==> src/hdl/cgr_cfg.svh <==
// map, field and timing constants for the clock guard and reset flags
`ifndef CGR_CFG_SVH
`define CGR_CFG_SVH
`define CGR_CLK_NS 10
`define CGR_FILT_NS 40
`define CGR_FILT_CYC ((`CGR_FILT_NS + `CGR_CLK_NS - 1) / `CGR_CLK_NS)
`define CGR_LOSS_NS 2000
`define CGR_LOSS_CYC (`CGR_LOSS_NS / `CGR_CLK_NS)
`define CGR_BAK_HALF_NS 500
`define CGR_BAK_HALF_CYC (`CGR_BAK_HALF_NS / `CGR_CLK_NS)
`define CGR_RECOV_EDGES 8
`define CGR_STATUS_IDX 8'h25
`define CGR_MISC_IDX 8'h26
`define CGR_B_WDG 0
`define CGR_B_BFLAG 1
`define CGR_B_IEN 2
`define CGR_B_UV 4
`define CGR_B_SMS 0
`define CGR_B_DLO 1
`define CGR_B_DHI 2
`define CGR_B_CKO 3
`define CGR_RESP_OKAY 2'b00
`define CGR_RESP_SLVERR 2'b10
`endif

==> src/hdl/cgr_pkg.sv <==
// types of the clock guard block
package cgr_pkg;
   typedef enum logic [1:0] {G_MAIN, G_BACKUP, G_RECOVER} cgr_guard_t;
endpackage : cgr_pkg

==> src/hdl/cgr_top.sv <==
// clock guard, backup clock, reset flags, prescaler and clock out
`timescale 1ns/1ps
`include "cgr_cfg.svh"
module cgr_top (
   // clock and reset
   input wire logic aclk,
   input wire logic aresetn,
   // axi4-lite write address
   input wire logic [9:0] s_axi_awaddr,
   input wire logic s_axi_awvalid,
   output logic s_axi_awready,
   // axi4-lite write data
   input wire logic [31:0] s_axi_wdata,
   input wire logic [3:0] s_axi_wstrb,
   input wire logic s_axi_wvalid,
   output logic s_axi_wready,
   // axi4-lite write response
   output logic [1:0] s_axi_bresp,
   output logic s_axi_bvalid,
   input wire logic s_axi_bready,
   // axi4-lite read address
   input wire logic [9:0] s_axi_araddr,
   input wire logic s_axi_arvalid,
   output logic s_axi_arready,
   // axi4-lite read data
   output logic [31:0] s_axi_rdata,
   output logic [1:0] s_axi_rresp,
   output logic s_axi_rvalid,
   input wire logic s_axi_rready,
   // oscillator and option straps
   input wire logic osc_in,
   input wire logic opt_guard_en,
   input wire logic opt_uv_en,
   // core state
   input wire logic halt_mode,
   input wire logic wait_mode,
   input wire logic irq_mask,
   // reset events, one-cycle pulses
   input wire logic rst_ev_uv,
   input wire logic rst_ev_wdg,
   input wire logic rst_ev_ext,
   // clock and event outputs
   output logic src_clk_q,
   output logic cpu_clk_q,
   output logic clk_out_q,
   output logic backup_sel_q,
   output logic guard_irq_q,
   output logic wait_wake_q
);

   logic guard_en_q;
   logic uv_en_q;
   logic strap_done_q;
   logic flt_lvl_q;
   logic flt_prev_q;
   logic [7:0] run_q;
   logic [7:0] idle_q;
   logic [3:0] good_q;
   logic [7:0] bak_cnt_q;
   logic bak_lvl_q;
   logic sel_d;
   logic src_prev_q;
   logic [3:0] pre_cnt_q;
   logic [4:0] half_m1;
   logic cpu_d;
   logic flt_edge;
   logic loss;
   logic want_bak;
   logic rst_any;
   cgr_pkg::cgr_guard_t guard_q;
   // status and control fields
   logic irq_en_q;
   logic bflag_q;
   logic uv_flag_q;
   logic wdg_flag_q;
   logic sms_q;
   logic [1:0] dsel_q;
   logic cko_en_q;
   logic [7:0] status_byte;
   logic [7:0] misc_byte;
   // bus state
   logic aw_full_q;
   logic w_full_q;
   logic [9:0] aw_addr_q;
   logic [31:0] w_data_q;
   logic [3:0] w_strb_q;
   logic wr_go;
   logic wr_st;
   logic wr_misc;
   logic rd_hs;
   logic rd_clr;
   logic rd_st_q;

   assign rst_any = rst_ev_uv | rst_ev_wdg | rst_ev_ext;

   // straps are caught once after reset release
   always_ff @(posedge aclk) begin
      if (!aresetn) begin
         guard_en_q <= 1'b0;
         uv_en_q <= 1'b0;
         strap_done_q <= 1'b0;
      end else if (!strap_done_q) begin
         guard_en_q <= opt_guard_en;
         uv_en_q <= opt_uv_en;
         strap_done_q <= 1'b1;
      end
   end

   // level must hold before it passes
   // harmonic clock never settles, so is blocked
   always_ff @(posedge aclk) begin
      if (!aresetn) begin
         flt_lvl_q <= 1'b0;
         run_q <= 8'h00;
      end else if (!guard_en_q) begin
         flt_lvl_q <= osc_in;
         run_q <= 8'h00;
      end else if (!halt_mode) begin
         if (osc_in == flt_lvl_q) begin
            run_q <= 8'h00;
         end else if (run_q == 8'(`CGR_FILT_CYC - 1)) begin
            flt_lvl_q <= osc_in;
            run_q <= 8'h00;
         end else begin
            run_q <= run_q + 8'h01;
         end
      end
   end

   assign flt_edge = flt_lvl_q != flt_prev_q;
   assign loss = idle_q == 8'(`CGR_LOSS_CYC);

   // idle counter saturates, so loss stays flagged
   always_ff @(posedge aclk) begin
      if (!aresetn) begin
         flt_prev_q <= 1'b0;
         idle_q <= 8'h00;
      end else if (!halt_mode) begin
         flt_prev_q <= flt_lvl_q;
         if (flt_edge) begin
            idle_q <= 8'h00;
         end else if (!loss) begin
            idle_q <= idle_q + 8'h01;
         end
      end
   end

   // enough good edges return to main
   always_ff @(posedge aclk) begin
      if (!aresetn) begin
         guard_q <= cgr_pkg::G_MAIN;
         good_q <= 4'h0;
      end else if (!guard_en_q) begin
         guard_q <= cgr_pkg::G_MAIN;
         good_q <= 4'h0;
      end else if (!halt_mode) begin
         unique case (guard_q)
            cgr_pkg::G_MAIN: begin
               if (loss) begin
                  guard_q <= cgr_pkg::G_BACKUP;
               end
            end
            cgr_pkg::G_BACKUP: begin
               if (flt_edge) begin
                  guard_q <= cgr_pkg::G_RECOVER;
                  good_q <= 4'h0;
               end
            end
            cgr_pkg::G_RECOVER: begin
               if (loss) begin
                  guard_q <= cgr_pkg::G_BACKUP;
               end else if (flt_edge) begin
                  if (good_q == 4'(`CGR_RECOV_EDGES - 1)) begin
                     guard_q <= cgr_pkg::G_MAIN;
                  end else begin
                     good_q <= good_q + 4'h1;
                  end
               end
            end
            default: begin
               guard_q <= cgr_pkg::G_MAIN;
            end
         endcase
      end
   end

   assign want_bak = guard_q != cgr_pkg::G_MAIN;

   // backup oscillator, stopped when unused or halted
   always_ff @(posedge aclk) begin
      if (!aresetn) begin
         bak_cnt_q <= 8'h00;
         bak_lvl_q <= 1'b0;
      end else if (!halt_mode) begin
         if (!want_bak && !backup_sel_q) begin
            bak_cnt_q <= 8'h00;
            bak_lvl_q <= 1'b0;
         end else if (bak_cnt_q == 8'(`CGR_BAK_HALF_CYC - 1)) begin
            bak_cnt_q <= 8'h00;
            bak_lvl_q <= ~bak_lvl_q;
         end else begin
            bak_cnt_q <= bak_cnt_q + 8'h01;
         end
      end
   end

   // switch only with the new source low
   // a dead main clock may sit high; ending that phase early is no runt
   always_comb begin
      sel_d = backup_sel_q;
      if (want_bak != backup_sel_q && !bak_lvl_q && (!flt_lvl_q || want_bak)) begin
         sel_d = want_bak;
      end
   end

   always_ff @(posedge aclk) begin
      if (!aresetn) begin
         backup_sel_q <= 1'b0;
         src_clk_q <= 1'b0;
      end else if (!halt_mode) begin
         backup_sel_q <= sel_d;
         src_clk_q <= sel_d ? bak_lvl_q : flt_lvl_q;
      end
   end

   // half period in source edges, 1 normal, 2 to 16 slow
   // slow select and divider bits set the ratio
   assign half_m1 = sms_q ? 5'((5'h02 << dsel_q) - 5'h01) : 5'h00;

   always_comb begin
      cpu_d = cpu_clk_q;
      if (src_clk_q && !src_prev_q && 5'(pre_cnt_q) >= half_m1) begin
         cpu_d = ~cpu_clk_q;
      end
   end

   always_ff @(posedge aclk) begin
      if (!aresetn) begin
         src_prev_q <= 1'b0;
         pre_cnt_q <= 4'h0;
         cpu_clk_q <= 1'b0;
         clk_out_q <= 1'b0;
      end else begin
         src_prev_q <= src_clk_q;
         cpu_clk_q <= cpu_d;
         // clock out gated by its enable
         clk_out_q <= cko_en_q & cpu_d;
         if (src_clk_q && !src_prev_q) begin
            if (5'(pre_cnt_q) >= half_m1) begin
               pre_cnt_q <= 4'h0;
            end else begin
               pre_cnt_q <= pre_cnt_q + 4'h1;
            end
         end
      end
   end

   // bus write and read decode
   assign wr_go = aw_full_q & w_full_q & ~s_axi_bvalid;
   assign wr_st = wr_go & w_strb_q[0] & (aw_addr_q[9:2] == `CGR_STATUS_IDX);
   assign wr_misc = wr_go & w_strb_q[0] & (aw_addr_q[9:2] == `CGR_MISC_IDX);
   assign rd_hs = s_axi_arvalid & s_axi_arready;
   assign rd_clr = rd_hs & (s_axi_araddr[9:2] == `CGR_STATUS_IDX);

   // reset events restore defaults, halt keeps them
   // enable and flag reset to zero
   // enable write lands but has no effect when guard off
   always_ff @(posedge aclk) begin
      if (!aresetn || rst_any) begin
         irq_en_q <= 1'b0;
      end else if (wr_st && !halt_mode) begin
         irq_en_q <= w_data_q[`CGR_B_IEN];
      end
   end

   // set wins over read clear, clear only after recovery
   always_ff @(posedge aclk) begin
      if (!aresetn || !guard_en_q || rst_any) begin
         bflag_q <= 1'b0;
      end else if (!halt_mode) begin
         if (backup_sel_q) begin
            bflag_q <= 1'b1;
         end else if (rd_clr && !want_bak) begin
            bflag_q <= 1'b0;
         end
      end
   end

   // with the detector off no event sets it
   always_ff @(posedge aclk) begin
      if (!aresetn) begin
         uv_flag_q <= 1'b0;
      end else if (rst_ev_uv && uv_en_q) begin
         uv_flag_q <= 1'b1;
      end else if (wr_st && !halt_mode && !w_data_q[`CGR_B_UV]) begin
         uv_flag_q <= 1'b0;
      end
   end

   always_ff @(posedge aclk) begin
      if (!aresetn || rst_ev_uv) begin
         wdg_flag_q <= 1'b0;
      end else if (rst_ev_wdg) begin
         wdg_flag_q <= 1'b1;
      end else if (wr_st && !halt_mode && !w_data_q[`CGR_B_WDG]) begin
         wdg_flag_q <= 1'b0;
      end
   end

   always_ff @(posedge aclk) begin
      if (!aresetn || rst_any) begin
         sms_q <= 1'b0;
         dsel_q <= 2'b00;
         cko_en_q <= 1'b0;
      end else if (wr_misc) begin
         sms_q <= w_data_q[`CGR_B_SMS];
         dsel_q <= {w_data_q[`CGR_B_DHI], w_data_q[`CGR_B_DLO]};
         cko_en_q <= w_data_q[`CGR_B_CKO];
      end
   end

   // reset flags read apart: wdg at bit 0, uv at bit 4
   always_comb begin
      status_byte = 8'h00;
      status_byte[`CGR_B_UV] = uv_flag_q;
      status_byte[`CGR_B_IEN] = irq_en_q;
      status_byte[`CGR_B_BFLAG] = bflag_q;
      status_byte[`CGR_B_WDG] = wdg_flag_q;
      misc_byte = 8'h00;
      misc_byte[`CGR_B_SMS] = sms_q;
      misc_byte[`CGR_B_DLO] = dsel_q[0];
      misc_byte[`CGR_B_DHI] = dsel_q[1];
      misc_byte[`CGR_B_CKO] = cko_en_q;
   end

   // flag, enable and open mask raise the request
   // halt blocks the wake, wait does not
   always_ff @(posedge aclk) begin
      if (!aresetn) begin
         guard_irq_q <= 1'b0;
         wait_wake_q <= 1'b0;
      end else begin
         guard_irq_q <= guard_en_q & bflag_q & irq_en_q & ~irq_mask & ~halt_mode;
         wait_wake_q <= guard_en_q & bflag_q & irq_en_q & ~halt_mode & wait_mode;
      end
   end

   // one write at a time; ready drops until the response is taken
   always_ff @(posedge aclk) begin
      if (!aresetn) begin
         s_axi_awready <= 1'b0;
         s_axi_wready <= 1'b0;
         s_axi_bvalid <= 1'b0;
         s_axi_bresp <= `CGR_RESP_OKAY;
         aw_full_q <= 1'b0;
         w_full_q <= 1'b0;
         aw_addr_q <= 10'h000;
         w_data_q <= 32'h00000000;
         w_strb_q <= 4'h0;
      end else begin
         if (!aw_full_q && !s_axi_bvalid) begin
            s_axi_awready <= 1'b1;
         end
         if (!w_full_q && !s_axi_bvalid) begin
            s_axi_wready <= 1'b1;
         end
         if (s_axi_awvalid && s_axi_awready) begin
            aw_full_q <= 1'b1;
            aw_addr_q <= s_axi_awaddr;
            s_axi_awready <= 1'b0;
         end
         if (s_axi_wvalid && s_axi_wready) begin
            w_full_q <= 1'b1;
            w_data_q <= s_axi_wdata;
            w_strb_q <= s_axi_wstrb;
            s_axi_wready <= 1'b0;
         end
         if (wr_go) begin
            aw_full_q <= 1'b0;
            w_full_q <= 1'b0;
            s_axi_bvalid <= 1'b1;
            if (aw_addr_q[9:2] == `CGR_STATUS_IDX || aw_addr_q[9:2] == `CGR_MISC_IDX) begin
               s_axi_bresp <= `CGR_RESP_OKAY;
            end else begin
               s_axi_bresp <= `CGR_RESP_SLVERR;
            end
         end
         if (s_axi_bvalid && s_axi_bready) begin
            s_axi_bvalid <= 1'b0;
         end
      end
   end

   always_ff @(posedge aclk) begin
      if (!aresetn) begin
         s_axi_arready <= 1'b0;
         s_axi_rvalid <= 1'b0;
         s_axi_rdata <= 32'h00000000;
         s_axi_rresp <= `CGR_RESP_OKAY;
         rd_st_q <= 1'b0;
      end else begin
         if (!s_axi_rvalid && !rd_hs) begin
            s_axi_arready <= 1'b1;
         end
         if (rd_hs) begin
            s_axi_arready <= 1'b0;
            s_axi_rvalid <= 1'b1;
            rd_st_q <= rd_clr;
            s_axi_rresp <= `CGR_RESP_OKAY;
            if (s_axi_araddr[9:2] == `CGR_STATUS_IDX) begin
               s_axi_rdata <= {24'h000000, status_byte};
            end else if (s_axi_araddr[9:2] == `CGR_MISC_IDX) begin
               s_axi_rdata <= {24'h000000, misc_byte};
            end else begin
               s_axi_rdata <= 32'h00000000;
               s_axi_rresp <= `CGR_RESP_SLVERR;
            end
         end
         if (s_axi_rvalid && s_axi_rready) begin
            s_axi_rvalid <= 1'b0;
         end
      end
   end
endmodule : cgr_top

==> config.mk <==
export PLATFORM = sky130hd
export DESIGN_NAME = cgr_top
export DESIGN_NICKNAME = d
export VERILOG_FILES = /design/src/hdl/cgr_pkg.sv /design/src/hdl/cgr_top.sv
export VERILOG_INCLUDE_DIRS = /design/src /design/src/hdl
export SDC_FILE = /design/constraint.sdc
export NUM_CORES = 1
export LEC_CHECK = 0
export BUFFER_PORTS_ARGS = -buffer_cell sky130_fd_sc_hd__buf_2
export CAP_MARGIN = 5
export CORE_ASPECT_RATIO = 1.4
export CORE_MARGIN = 2
export CORE_UTILIZATION = 46
export CTS_CLUSTER_DIAMETER = 150
export DETAILED_ROUTE_END_ITERATION = 12
export PLACE_DENSITY = 0.75
export SYNTH_ARGS = -nofsm -noshare
export SYNTH_HDL_FRONTEND = slang
export SYNTH_SLANG_ARGS = --single-unit
==> constraint.sdc <==
create_clock -name aclk -period 2.6 [get_ports aclk]
set_input_delay 0.52 -clock aclk [delete_from_list [all_inputs] [get_ports aclk]]
set_output_delay 0.52 -clock aclk [all_outputs]
set_load 0.005 [all_outputs]
### Word level (Yosys, flattened, before mapping)

Cells that the tools add are included.

| storage, ports and cells | value |
|---|---|
| register bits after elaboration | 114 |
| input port bits | 72 |

| cells by class | value |
|---|---|
| reductions and logical operators | 58 |
| bitwise operators | 22 |
| $add $sub $neg | 6 |
| shift-type cells | 1 |
| equal/unequal tests | 24 |
| mux-type cells | 40 |
| order comparisons | 1 |

Operators by type and width:

| operator | count |
|---|---|
| $mux 8 | 6 |
| $eq 8x6->1 const B | 5 |
| $add 8x1->8 const B | 3 |
| $mux 4 | 6 |
| $logic_and 1x1->1 | 17 |
| $mux 1 | 16 |
| $mux 2 | 8 |
| $ne 2x2->1 const B | 8 |
| $logic_not 1->1 | 15 |
| $and 1x1->1 | 14 |
| $reduce_bool 2->1 | 6 |
| $reduce_or 2->1 | 6 |
| $mux 5 | 2 |
| $add 4x1->4 const B | 2 |
| $eq 8x2->1 const B | 1 |
| $eq 8x8->1 const B | 1 |
| $pmux 4 s2 | 1 |
| $reduce_and 2->1 | 4 |
| $logic_or 1x1->1 | 6 |
| $ne 3x3->1 const B | 2 |
| $not 1->1 | 6 |
| $pmux 2 s3 | 1 |
| $reduce_and 6->1 | 1 |
| $ge 4x5->1 | 1 |
| 12 further kinds | 14 |

### Logic depth before layout (Yosys ltp)

| logic depth | value |
|---|---|
| depth in word-level cells | 8 |
| mapped depth | 6 |
| mapped depth without buffers | 6 |

### Worst setup path before layout

No wires, ideal clock.

| path | value |
|---|---|
| kind | input to register |
| start | input s_axi_araddr[6] |
| end | register bflag_q |
| arrival time | 1.618 ns |
| cell stages on the path | 4 |
| path buffers | 0 |
| required time | 2.484 ns |
| setup slack | 0.866 ns |
| cell sequence | and4bb_2 nor4b_2 a41oi_1 o211a_1 |

| on the way | value |
|---|---|
| cells in the longest elaborated chain, start to end | 5 |

Ends and longest elaborated chain:

| what | line | RTL |
|---|---|---|
| from (decl) | cgr_top.sv:22 | `input wire logic [9:0] s_axi_araddr,` |
| $eq 8x6->1 (no source line) | - |  |
| $and 1x1->1 | cgr_top.sv:263 | `` assign rd_clr = rd_hs & (s_axi_araddr[9:2] == `CGR_STATUS_IDX); `` |
| $logic_and 1x1->1 | cgr_top.sv:283 | `end else if (rd_clr && !want_bak) begin` |
| $reduce_bool 2->1 (no source line) | - |  |
| $reduce_and 2->1 (no source line) | - |  |
| to (signal assigned) | cgr_top.sv:279 | `bflag_q <= 1'b0;` |
| to (signal assigned) | cgr_top.sv:282 | `bflag_q <= 1'b1;` |
| to (signal assigned) | cgr_top.sv:284 | `bflag_q <= 1'b0;` |
| to (decl) | cgr_top.sv:73 | `logic bflag_q;` |

No other way between the ends.
A chain may end at the register's enable or synchronous reset.

### Worst setup path in the final report

| path | value |
|---|---|
| start | register run_q[0] |
| end | register run_q[7] |

| on the way | value |
|---|---|
| cells in the longest elaborated chain, start to end | 3 |

Ends and longest elaborated chain:

| what | line | RTL |
|---|---|---|
| from (decl) | cgr_top.sv:56 | `logic [7:0] run_q;` |
| from (signal assigned) | cgr_top.sv:125 | `run_q <= run_q + 8'h01;` |
| $add 8x1->8 / $eq 8x2->1 (equally long branches) | cgr_top.sv:125, cgr_top.sv:121 |  |
| $mux 8 * | cgr_top.sv:121 | `` end else if (run_q == 8'(`CGR_FILT_CYC - 1)) begin `` |
| $mux 8 * | cgr_top.sv:119 | `if (osc_in == flt_lvl_q) begin` |

Mark *: on every way between the ends. The rest lies on a longest branch, timed or not.

==> run summary <==
# setup viols final: 0
Synthesized cell area: 4010 um2
DRT antenna net count: 0
Top cells by area, synth: dfxtp_1 41%, buf_4 5.6%, nand3_1 5.1%
Core region area: 8510 um2
Yosys warnings: 0
CTS tree: yes
Part of the power in the clock network: 0.432
Count leader, synth: dfxtp_1
Commonest cells in the netlist: 83 x dfxtp_1, 43 x nor2_1, 41 x nand3_1
TritonCTS buffer count: 9
Synth Flop Type: dfxtp_1
VDD IR-drop max: 0.446 mV
Final Cycle Share: 0.722
Die area: 9500 um2
Internal: 2070 uW
Avg WL per Cell: 13.5 um
Pre-antenna DRT Iters: 4
Initial Util: 0.472
CP required: 2820 ps
Worst Path Max Fanout: 10
F_max: 533 MHz
Initial antenna violation count: 0
Power density cells: 604 nW/um2
Layout Nets: 612
Mean post-synth cell area: 8.47 um2
All-Layer GR Usage: 0.187
Crit end category: flop
Worst-margin pin slew: 634 ps
Setup TNS: 0 ps
Placed cells: 622
Part of the power in registers: 0.491
CP peak stage delay: 510 ps
Number of global-route vias before repair: 3,393
First-pass GRT wire length: 14,600 um
CP Launch Type: flop
Net Sw Frac: 0.248
Number of flops mapped to enable cells by yosys: 0
Worst skew pair latency: 350 ps
Layout Cells excl Fill: 638
Max-capacitance violation count: 0
Cts-stage hold buffer count: 0
Placed inst area: 4280 um2
Post-CTS Setup Repair Bufs: 0
# diodes: 0
DR DRC count: 0
H-tree Lvls: 3
Post-route cell area: 4560 um2
Pleak: 0.00182 uW
Root buffer cell: clkbuf_16
Min Tclk post-route: 1880 ps
Die H: 115 um
Comb power frac: 0.077
DRT iter0 DRCs: 148
Yosys top cell area share: 0.414
DIE WIDTH: 82.9 um
Post-synthesis cell type count: 55
Port bufs: 55
Hold WC Path Type: input port to flop
Layout cells sized above 1: 0.159
Critical path, cell by cell: ha_1 > nor4b_1 > a211oi_2 > a41oi_1 > a31oi_1
Post-Route WL: 8600 um
Final Hold Vio Count: 0
Longest Clk Path Bufs: 2
DP Wirelength: 6460 um
Post-synthesis register bit count: 83
Unrepaired setup endpoints after global routing: no
CTS resizes: 0
Seq/Total Area, Yosys: 0.414
Vias: 3,483
Row cnt: 40
Status: completed
Fillers: 785
Reg clk slew, reported paths: 60 ps
Pins over their slew limit: 0
Max-slew headroom: 0.577
Cells after Synth: 474
Largest net degree at the start of global routing: 35
Clock Sinks: 83
Crit path kind: flop to flop
Ports: 119
WP data arrival: 2100 ps
Routed vias/inst: 5.46
Crit-path slowest cell: nor4b_1
P&R area growth vs syn: 13.6%
FFs w/ async S/R, synth: 0
Dominant cell type by area after synthesis: dfxtp_1
Net switching power: 683 uW
Total grt overflow: 0
GP Congestion: 0.883
Clock Skew: 14.6 ps
## worst max-delay path, delay by kind of cell, from the launching register on
family	cells	cell delay, ps
compound gates	3	640
flops	1	390
fa+ha+maj	1	220
simple gates	1	510
## kinds of logic (layout without fill, tap and decap cells)
kind of cell | after synthesis | in the layout | synth area share
AO/OA/AOI/OAI | 94 | 94 | 0.143
XOR/XNOR | 20 | 20 | 0.0437
adder cells (fa/ha/maj) | 12 | 12 | 0.0374
buffers and inverters | 63 | 94 | 0.0873
flip-flops | 83 | 83 | 0.414
multiplexers | 6 | 6 | 0.0153
other | 1 | 29 | 0.000935
AND/OR/NAND/NOR | 195 | 195 | 0.258
## layer usage
metal  share of wire  track usage
met1            0.40        0.193
met2            0.53        0.348
met3           0.037       0.0418
met4           0.039        0.105
met5               0            0
## worst paths after layout
path | start | depth (start not counted) | to | slack [ps]
worst max-delay path | run_q[0]$_SDFFE_PN0N_ | 5 | run_q[7]$_SDFFE_PN0N_ | 720
worst max register to register | run_q[0]$_SDFFE_PN0N_ | 5 | run_q[7]$_SDFFE_PN0N_ | 720
worst min register to register | s_axi_rdata[3]$_SDFFE_PN0P_ | 2 | s_axi_rdata[3]$_SDFFE_PN0P_ | 450
worst min-delay path | irq_mask | 2 | guard_irq_q$_SDFF_PN0_ | 340
## layout make-up
cell class / instances / area [um2] / area share
sequential: 83 / 1660 / 0.364
inverter: 18 / 67.6 / 0.0148
timing repair buffer: 60 / 313 / 0.0686
tap: 105 / 131 / 0.0288
clock inverter: 5 / 37.5 / 0.00823
multi-input combinational: 356 / 2110 / 0.462
clock buffer: 11 / 243 / 0.0532
## cell usage in the layout, fill, tap and decap left out, drive strengths merged, types with 6 or more instances in the layout
master,netlist,routed
a211oi,8,8
nand4,13,13
xor2,11,11
nand3,41,41
clkbuf,14,11
o21ai,19,19
nor2b,6,6
conb,1,29
buf,31,60
a31oi,9,9
xnor2,9,9
a21oi,36,36
inv,18,19
dfxtp,83,83
nand2,38,38
nor3,10,10
nor2,43,43
nand2b,9,9
ha,12,12
## through the flow
step | utilization | setup slack [ps] | hold slack (ps) | power, uW
2_1_floorplan | - | 866 | 427 | 1540
3_3_place_gp | 0.503 | 643 | 441 | 1580
3_5_place_dp | 0.503 | 558 | 446 | 1590
4_1_cts | 0.536 | 706 | 334 | 2780
5_1_grt | 0.536 | 527 | 349 | 2860
6_report | 0.536 | 722 | 340 | 2750
## power by group through the flow
stage,registers [uW],clock network (uW),logic (uW)
after detailed placement,1380,0,212
after global routing,1360,1270,241
after floorplan,1360,0,182
after CTS,1350,1210,214
final,1350,1190,213
after global placement,1380,0,206
## sequential cells by signal (all words and copies together) (netlist names), 2 cells and up
register     cells
aw_addr_q        8
bak_cnt_q        8
dsel_q           2
good_q           4
guard_q          2
idle_q           8
pre_cnt_q        4
run_q            8
s_axi_rdata      5
w_data_q         5
Power figures use the tool's default switching activity.
